## src/acl_defines.svh

```systemverilog
// offsets, field positions, reset values and timing counts of the acl unit
`ifndef ACL_DEFINES_SVH
`define ACL_DEFINES_SVH

// ------------------------------------------------------------
// register byte offsets
// ------------------------------------------------------------
`define ACL_TBL_BASE 7'h00
`define ACL_PSTAT 7'h40
`define ACL_PMASK 7'h44
`define ACL_GSTAT 7'h48
`define ACL_GMASK 7'h4C
`define ACL_CSEL 7'h50
`define ACL_CNT 7'h54

// ------------------------------------------------------------
// entry word field positions
// ------------------------------------------------------------
`define ACL_F_MD 0
`define ACL_F_ENB 2
`define ACL_F_PM 4
`define ACL_F_PV 6
`define ACL_F_RPE 9
`define ACL_F_RV 10
`define ACL_F_MM 13
`define ACL_F_FWD 15
`define ACL_F_TU 22
`define ACL_F_CA 23
`define ACL_F_CV 4

// ------------------------------------------------------------
// sizes, reset values and field codes
// ------------------------------------------------------------
`define ACL_NPORT 7
`define ACL_NENT 16
`define ACL_MASK_RST 1'h1
`define ACL_MD_L2 2'h1
`define ACL_ENB_CNT 2'h0

// ------------------------------------------------------------
// timing
// ------------------------------------------------------------
`define ACL_CLK_NS 25
`define ACL_US_NS 1000
`define ACL_US_CYC (`ACL_US_NS / `ACL_CLK_NS)
`define ACL_MS_CYC 40000

`endif

```

## src/acl_pkg.sv

```systemverilog
// types shared by the acl action and count unit
package acl_pkg;

   // priority override modes
   typedef enum logic [1:0] {
      ACL_PM_KEEP = 2'h0,
      ACL_PM_HIGHER = 2'h1,
      ACL_PM_LOWER = 2'h2,
      ACL_PM_ALWAYS = 2'h3
   } acl_pmode_t;

   // forwarding map combine modes
   typedef enum logic [1:0] {
      ACL_MM_KEEP = 2'h0,
      ACL_MM_OR = 2'h1,
      ACL_MM_AND = 2'h2,
      ACL_MM_REPLACE = 2'h3
   } acl_mmode_t;

   // count unit state
   typedef enum logic {
      ACL_CNT_IDLE = 1'h0,
      ACL_CNT_RUN = 1'h1
   } acl_cstate_t;

endpackage : acl_pkg

```

## src/acl_unit.sv

```systemverilog
// acl action and count unit of one switch port
//
// Function
// - priority_mode keeps, raises, lowers or forces priority
// - remark_enable replaces tag pcp with remark_value
// - map_mode keeps, ors, ands or replaces lookup map
// - mask bit n is egress port n+1
// - timeout mode: 11-bit down-counter, interrupt on expiry
// - time_unit_sel picks microsecond or millisecond steps
// - packet mode: count matches, interrupt, restart
// - table holds sixteen matching/action/process entries
// - entry fields independent except in count mode
// - only count mode entries raise interrupts
// - count only the mac plus ethertype matches
// - per-port status and mask feed global pair
// - count value is concatenated action bits
// - match_mode zero disables the rule
//
// The Avalon-MM slave port and the register offsets were decided locally.
`timescale 1ns/10ps
`include "acl_defines.svh"

module acl_unit #(
   parameter int P_MS_CYC = `ACL_MS_CYC
) (
   // clock and reset
   input wire logic i_ref_clk,
   input wire logic i_rst,
   // avalon-mm register slave
   input wire logic [6:0] i_avs_address,
   input wire logic i_avs_read,
   input wire logic i_avs_write,
   input wire logic [31:0] i_avs_writedata,
   input wire logic [3:0] i_avs_byteenable,
   output logic [31:0] o_avs_readdata,
   output logic o_avs_waitrequest,
   // packet from lookup and qos logic
   input wire logic i_pkt_valid,
   input wire logic i_act_hit,
   input wire logic [3:0] i_act_entry,
   input wire logic [15:0] i_cnt_match,
   input wire logic [2:0] i_qos_prio,
   input wire logic [2:0] i_pcp,
   input wire logic [`ACL_NPORT-1:0] i_lookup_map,
   // action result
   output logic o_res_valid,
   output logic [2:0] o_prio,
   output logic [2:0] o_pcp,
   output logic [`ACL_NPORT-1:0] o_fwd_map,
   // interrupt
   output logic o_irq
);

   // ------------------------------------------------------------
   // storage and control state
   // ------------------------------------------------------------
   logic [31:0] tbl [`ACL_NENT];
   logic [3:0] csel;
   logic pstat;
   logic pmask;
   logic gmask;
   logic [10:0] cnt;
   acl_pkg::acl_cstate_t cst;
   logic [15:0] tick_cnt;

   // ------------------------------------------------------------
   // bus decode
   // ------------------------------------------------------------
   logic req;
   logic wr_go;
   logic in_tbl;
   logic [31:0] rd_mux;

   // a request is answered when waitrequest is seen low
   assign req = i_avs_read | i_avs_write;
   assign wr_go = i_avs_write & ~o_avs_waitrequest;
   assign in_tbl = (i_avs_address[6] == 1'h0);

   // byte enables merge new data into an old word
   function automatic logic [31:0] be_merge(
      input logic [31:0] old_w,
      input logic [31:0] new_w,
      input logic [3:0] be
   );
      logic [31:0] r;
      r = old_w;
      for (int b = 0; b < 4; b++) begin
         if (be[b]) begin
            r[b*8 +: 8] = new_w[b*8 +: 8];
         end
      end
      return r;
   endfunction : be_merge

   // waitrequest drops for one cycle per request
   always_ff @(posedge i_ref_clk) begin
      if (i_rst) begin
         o_avs_waitrequest <= 1'h1;
      end else if (req && o_avs_waitrequest) begin
         o_avs_waitrequest <= 1'h0;
      end else begin
         o_avs_waitrequest <= 1'h1;
      end
   end

   // ------------------------------------------------------------
   // acl table
   // ------------------------------------------------------------

   // one word per entry, written over the bus
   always_ff @(posedge i_ref_clk) begin
      if (i_rst) begin
         for (int i = 0; i < `ACL_NENT; i++) begin
            tbl[i] <= 32'h0;
         end
      end else if (wr_go && in_tbl) begin
         tbl[i_avs_address[5:2]] <= be_merge(tbl[i_avs_address[5:2]],
            i_avs_writedata, i_avs_byteenable);
      end
   end

   // count entry select
   always_ff @(posedge i_ref_clk) begin
      if (i_rst) begin
         csel <= 4'h0;
      end else if (wr_go && i_avs_address == `ACL_CSEL && i_avs_byteenable[0]) begin
         csel <= i_avs_writedata[3:0];
      end
   end

   // ------------------------------------------------------------
   // action path
   // ------------------------------------------------------------
   logic [31:0] ent;
   logic ent_cnt_mode;
   logic act_ok;
   logic [2:0] pval;
   logic [`ACL_NPORT-1:0] fmask;
   logic [2:0] next_prio;
   logic [2:0] next_pcp;
   logic [`ACL_NPORT-1:0] next_map;

   assign ent = tbl[i_act_entry];
   assign ent_cnt_mode = (ent[`ACL_F_MD +: 2] == `ACL_MD_L2) &&
      (ent[`ACL_F_ENB +: 2] == `ACL_ENB_CNT);
   // disabled rules and count entries take no action
   assign act_ok = i_act_hit && (ent[`ACL_F_MD +: 2] != 2'h0)
      && !ent_cnt_mode;
   assign pval = ent[`ACL_F_PV +: 3];
   // bit 0 of the mask is egress port 1
   assign fmask = ent[`ACL_F_FWD +: `ACL_NPORT];

   // priority override
   always_comb begin
      next_prio = i_qos_prio;
      if (act_ok) begin
         unique case (acl_pkg::acl_pmode_t'(ent[`ACL_F_PM +: 2]))
            acl_pkg::ACL_PM_KEEP: next_prio = i_qos_prio;
            acl_pkg::ACL_PM_HIGHER: begin
               if (pval > i_qos_prio) begin
                  next_prio = pval;
               end
            end
            acl_pkg::ACL_PM_LOWER: begin
               if (pval < i_qos_prio) begin
                  next_prio = pval;
               end
            end
            acl_pkg::ACL_PM_ALWAYS: next_prio = pval;
         endcase
      end
   end

   // vlan priority remark
   always_comb begin
      next_pcp = i_pcp;
      if (act_ok && ent[`ACL_F_RPE]) begin
         next_pcp = ent[`ACL_F_RV +: 3];
      end
   end

   // forwarding map combine
   always_comb begin
      next_map = i_lookup_map;
      if (act_ok) begin
         unique case (acl_pkg::acl_mmode_t'(ent[`ACL_F_MM +: 2]))
            acl_pkg::ACL_MM_KEEP: next_map = i_lookup_map;
            acl_pkg::ACL_MM_OR: next_map = i_lookup_map | fmask;
            acl_pkg::ACL_MM_AND: next_map = i_lookup_map & fmask;
            acl_pkg::ACL_MM_REPLACE: next_map = fmask;
         endcase
      end
   end

   // result registers, one cycle after the packet
   always_ff @(posedge i_ref_clk) begin
      if (i_rst) begin
         o_res_valid <= 1'h0;
         o_prio <= 3'h0;
         o_pcp <= 3'h0;
         o_fwd_map <= '0;
      end else begin
         o_res_valid <= i_pkt_valid;
         if (i_pkt_valid) begin
            o_prio <= next_prio;
            o_pcp <= next_pcp;
            o_fwd_map <= next_map;
         end
      end
   end

   // ------------------------------------------------------------
   // count unit
   // ------------------------------------------------------------
   logic [31:0] cent;
   logic cnt_mode;
   logic [10:0] cval;
   logic tu;
   logic ca;
   logic qual;
   logic [15:0] tick_lim;
   logic tick;
   logic fire;
   logic csel_wr;
   logic [11:0] cnt_inc;

   assign cent = tbl[csel];
   assign cnt_mode = (cent[`ACL_F_MD +: 2] == `ACL_MD_L2) &&
      (cent[`ACL_F_ENB +: 2] == `ACL_ENB_CNT);
   // count value reuses the action fields
   assign cval = cent[`ACL_F_CV +: 11];
   assign tu = cent[`ACL_F_TU];
   assign ca = cent[`ACL_F_CA];
   // only mac plus ethertype matches of the count entry qualify
   assign qual = i_pkt_valid && i_cnt_match[csel] && cnt_mode;
   assign csel_wr = wr_go && (i_avs_address == `ACL_CSEL);
   assign cnt_inc = {1'h0, cnt} + 12'h001;

   // step length in clock cycles
   assign tick_lim = tu ? 16'(P_MS_CYC - 1) : 16'(`ACL_US_CYC - 1);
   assign tick = (tick_cnt == tick_lim);

   // expiry or terminal count, only in count mode
   always_comb begin
      fire = 1'h0;
      if (cnt_mode && !csel_wr) begin
         if (!ca) begin
            fire = !qual && (cst == acl_pkg::ACL_CNT_RUN) && tick
               && (cnt <= 11'h001);
         end else begin
            fire = qual && (cnt_inc >= {1'h0, cval});
         end
      end
   end

   // step prescaler, restarted by every reload
   always_ff @(posedge i_ref_clk) begin
      if (i_rst) begin
         tick_cnt <= 16'h0;
      end else if (qual || tick || cst == acl_pkg::ACL_CNT_IDLE || ca) begin
         tick_cnt <= 16'h0;
      end else begin
         tick_cnt <= tick_cnt + 16'h0001;
      end
   end

   // counter and its state
   always_ff @(posedge i_ref_clk) begin
      if (i_rst) begin
         cst <= acl_pkg::ACL_CNT_IDLE;
         cnt <= 11'h0;
      end else if (!cnt_mode || csel_wr) begin
         cst <= acl_pkg::ACL_CNT_IDLE;
         cnt <= 11'h0;
      end else if (!ca) begin
         if (qual) begin
            cst <= acl_pkg::ACL_CNT_RUN;
            cnt <= cval;
         end else if (fire) begin
            cst <= acl_pkg::ACL_CNT_IDLE;
            cnt <= 11'h0;
         end else if (cst == acl_pkg::ACL_CNT_RUN && tick) begin
            cnt <= cnt - 11'h001;
         end
      end else begin
         cst <= acl_pkg::ACL_CNT_RUN;
         if (fire) begin
            cnt <= 11'h0;
         end else if (qual) begin
            cnt <= cnt_inc[10:0];
         end
      end
   end

   // ------------------------------------------------------------
   // interrupt status and masks
   // ------------------------------------------------------------
   logic pstat_clr;
   logic gstat;

   assign pstat_clr = wr_go && (i_avs_address == `ACL_PSTAT) &&
      i_avs_byteenable[0] && i_avs_writedata[0];
   assign gstat = pstat && !pmask;

   // sticky status, a new event wins over the clear
   always_ff @(posedge i_ref_clk) begin
      if (i_rst) begin
         pstat <= 1'h0;
      end else if (fire) begin
         pstat <= 1'h1;
      end else if (pstat_clr) begin
         pstat <= 1'h0;
      end
   end

   // port and global masks, 1 blocks
   always_ff @(posedge i_ref_clk) begin
      if (i_rst) begin
         pmask <= `ACL_MASK_RST;
         gmask <= `ACL_MASK_RST;
      end else if (wr_go && i_avs_byteenable[0]) begin
         if (i_avs_address == `ACL_PMASK) begin
            pmask <= i_avs_writedata[0];
         end
         if (i_avs_address == `ACL_GMASK) begin
            gmask <= i_avs_writedata[0];
         end
      end
   end

   // interrupt output through both mask levels
   always_ff @(posedge i_ref_clk) begin
      if (i_rst) begin
         o_irq <= 1'h0;
      end else begin
         o_irq <= gstat && !gmask;
      end
   end

   // ------------------------------------------------------------
   // read path
   // ------------------------------------------------------------

   // register read mux, unmapped reads zero
   always_comb begin
      rd_mux = 32'h0;
      if (in_tbl) begin
         rd_mux = tbl[i_avs_address[5:2]];
      end else begin
         unique case (i_avs_address)
            `ACL_PSTAT: rd_mux = {31'h0, pstat};
            `ACL_PMASK: rd_mux = {31'h0, pmask};
            `ACL_GSTAT: rd_mux = {31'h0, gstat};
            `ACL_GMASK: rd_mux = {31'h0, gmask};
            `ACL_CSEL: rd_mux = {28'h0, csel};
            `ACL_CNT: rd_mux = {20'h0, cst, cnt};
            default: rd_mux = 32'h0;
         endcase
      end
   end

   // read data latched as waitrequest drops
   always_ff @(posedge i_ref_clk) begin
      if (i_rst) begin
         o_avs_readdata <= 32'h0;
      end else if (i_avs_read && o_avs_waitrequest) begin
         o_avs_readdata <= rd_mux;
      end
   end

endmodule : acl_unit

```

## config.mk

```make
export PLATFORM = sky130hd
export DESIGN_NAME = acl_unit
export DESIGN_NICKNAME = d
export VERILOG_FILES = /design/src/acl_pkg.sv /design/src/acl_unit.sv
export VERILOG_INCLUDE_DIRS = /design/src
export SDC_FILE = /design/constraint.sdc
export NUM_CORES = 1
export LEC_CHECK = 0
export BUFFER_PORTS_ARGS = -buffer_cell sky130_fd_sc_hd__buf_2
export CAP_MARGIN = 20
export CORE_MARGIN = 2
export CORE_UTILIZATION = 54
export DETAILED_ROUTE_END_ITERATION = 7
export MAX_ROUTING_LAYER = met4
export PLACE_DENSITY = 0.75
export SLEW_MARGIN = 25
export SYNTH_ARGS = -nofsm -noshare
export SYNTH_HDL_FRONTEND = slang
export SYNTH_SLANG_ARGS = --single-unit
```

## constraint.sdc

```tcl
create_clock -name i_ref_clk -period 4.25 [get_ports i_ref_clk]
set_input_delay 0.85 -clock i_ref_clk [delete_from_list [all_inputs] [get_ports i_ref_clk]]
set_output_delay 0.85 -clock i_ref_clk [all_outputs]
set_load 0.01 [all_outputs]
```

==> reports/qor.txt <==
Post-layout nets: 2461
Reg clk slew, reported paths: 0.06 ns
final hold slack: 0.404 ns
hold buffer count at CTS: 0
area leader, netlist: edfxtp_1
Hold Vio Cnt, Final: 0
Synth area leaders: edfxtp_1 (50%), mux4_2 (23%), nor2_1 (7.5%), dfxtp_1 (5.6%), mux2i_1 (1.4%)
CTS tree: built
CTS Buf Count: 61
clock sink count: 599
top-level port count: 130
status: finished, final reports clean
Most used DFF post-synth: edfxtp_1
async set-or-reset flop fraction in the synthesized netlist: 0
Final Power: 13.7 mW
DIE WIDTH: 243 um
final setup fails: 0
Pre-antenna DRT Iters: 7
Crit. End Element: register
DRC viols: 0
Startpoint Class: register
GPL Wtd Cong: 0.970
total wire length: 98900 um
Root Buffer: clkbuf_16
total global routing track utilization: 0.344
Pins Over Slew Limit: 0
die area: 59100 um2
DRT iter0 DRCs: 3679
largest net degree at the start of global routing: 55
RSZ-0062 raised after global routing: false
Starting Density: 0.547
fillcell total: 4130
GRT overflow: 0
Pwr Density: 392 nW/um2
Worst-Skew Late Latency: 0.69 ns
sequential area share after synthesis: 0.554
Max Buffers Root-to-Sink: 3
row count: 87
die height: 243 um
Synth Net Count: 2336
Pleak: 12.5 nW
area added between synthesis and finish: 13.4%
maxcap violations: 0
Min Clock Period, post-route: 3.92 ns
Via Count: 22200
wire length per cell: 31.2 um
antenna violations before repair: 2
Mean Syn Cell Area: 13.8 um2
Port Buffer Count: 129
WP data arrival: 4.48 ns
Synth top area share: 0.498
global-route wire length before repair: 144000 um
Detail Route Antenna Nets: 0
Post-Syn Instances: 2236
Distinct cells, synth: 80
CP max FO: 24
EDFF count, synth: 512
final period utilization: 0.923
Synth Cell Area: 30900 um2
setup tns final: 0 ns
Slew @ Worst Pin: 0.948 ns
Hold WC Path Type: primary input to register
vias in the first global route: 22300
Final HPWL DP: 61100 um
post-DR vias/cell: 7.00
worst rel slew slack: 0.367
CTS resizes: 0
worst ir drop on vdd: 420 uV
# H-tree levels: 2
critical path type: register to register
layout cell share with drive strength beyond 1: 0.294
Clock Skew: 0.0851 ns
CORE AREA: 56500 um2
Yosys reg bits: 599
Critical Path RT: 4.81 ns
Setup Buffers After CTS: 0
Max Freq: 255 MHz
Synth warnings: 0
-- area by class of cell --
class,instances,area (um2),share of cell area
diodes,2,5.00,0.000143
clock buffers,88,1710,0.0488
clock inverters,28,362,0.0103
inverters,28,105,0.00300
multi-input cells,1415,12900,0.368
flip-flops and latches,599,17100,0.489
well taps,756,946,0.0270
repair buffers,256,1890,0.0540
-- routing by layer --
metal / routed length [um] / GRT usage / share of wire / vias up
li1: - / - / - / 8846
met3: 14300 / 0.0995 / 0.14 / 349
met4: 4820 / 0.150 / 0.049 / 0
met2: 45700 / 0.517 / 0.46 / 1935
met1: 34100 / 0.440 / 0.34 / 11100
met5: 0 / - / 0 / -
-- synthesized netlist by cell type (3+ instances only) --
master and number:
nand2_1 76, edfxtp_1 512, buf_4 9, mux4_2 319
o211ai_1 3, a22o_1 3, a21oi_1 25, a31oi_1 7
nor2_1 613, nor4b_1 5, clkbuf_1 110, a221oi_1 15
inv_1 26, a211oi_1 22, nand4_1 3, o21ai_0 34
a22oi_1 25, nand2b_1 5, ha_1 18, xor2_1 14
buf_2 58, nand3b_1 3, o31ai_1 3, o21ai_1 6
nor2b_1 19, o22ai_1 6, nor3b_1 3, and3_1 11
or2_2 3, o311ai_0 3, o21a_1 5, dfxtp_1 87
nand3_1 29, mux2i_1 42, or4_1 3, xnor2_1 9
buf_1 15, nor3_1 20, nor4_1 16
-- where the power goes --
part           leakage, nW  switching, mW  internal [mW]
combinational         5.44          0.872          0.615
sequential            6.01          0.126           6.56
clock                 1.01           2.37           3.17
-- cell families after synthesis --
family	Yosys count	synth area share
AND/OR/NAND/NOR	827	0.112
adder cells (fa/ha/maj)	18	0.00729
flip-flops	599	0.554
XOR/XNOR	23	0.00652
buffers and inverters	222	0.0309
multiplexers	363	0.247
AO/OA/AOI/OAI	184	0.0422
-- worst max-delay path: stages, from the launching register on --
cell and delay [ns]:
dfxtp_4 0.73, buf_4 0.32, mux4_2 0.53, nand2_1 0.10
nand2_1 0.05, o21ai_0 0.31, ha_1 0.25, o21a_1 0.13
o21ai_0 0.07, a21oi_1 0.15, o21bai_1 0.10, nor2_1 0.30
a21oi_2 0.09, buf_4 0.19, a2111oi_2 0.41, nor4_2 0.06
-- state kept, by name, summed over array words and instances (netlist names), 3 cells and up, named ones only --
signal	count
csel	4
o_prio	3
o_fwd_map	7
o_pcp	3
tick_cnt	16
cnt	11
tbl	512
o_avs_readdata	32
-- cell usage in the layout, fill, tap and decap left out, types with 6 or more instances in the layout --
cell / instances
nand2_2: 17
nor2b_1: 19
buf_12: 22
edfxtp_1: 512
nand3_1: 25
o21ai_1: 6
clkinv_2: 12
and3_1: 11
mux4_2: 319
buf_2: 125
a22oi_1: 25
nor4_1: 16
a31oi_1: 7
nand2_1: 59
xnor2_1: 9
clkbuf_8: 9
buf_4: 108
a211oi_1: 22
ha_1: 18
nor2_1: 612
bufinv_16: 6
inv_1: 26
o22ai_1: 6
clkbuf_16: 61
a221oi_1: 15
a21oi_1: 25
clkinv_1: 7
clkbuf_1: 19
mux2i_1: 42
xor2_1: 14
o21ai_0: 34
dfxtp_1: 85
nor3_1: 20
-- worst paths after layout --
path	start	endpoint	slack (ns)	cells past startpoint
setup / recovery	register	cnt[4]$_SDFFE_PP0P_	0.33	15
hold / removal	i_avs_write	o_avs_waitrequest$_SDFF_PP1_	0.40	2
setup reg to reg	register	cnt[4]$_SDFFE_PP0P_	0.33	15
hold reg to reg	o_avs_waitrequest$_SDFF_PP1_	o_avs_waitrequest$_SDFF_PP1_	0.47	1
-- stage by stage --
step	cells	util	setup slack, ns	instance area, um2
global route	3172	0.620	0.0522	35000
CTS	3170	0.620	0.329	35000
finish	3172	0.620	0.328	35000
detailed placement	3054	0.583	0.359	32900
floorplan	2236	-	0.369	30900
global placement	3054	0.583	0.408	32900
Power figures use the tool's default switching activity.
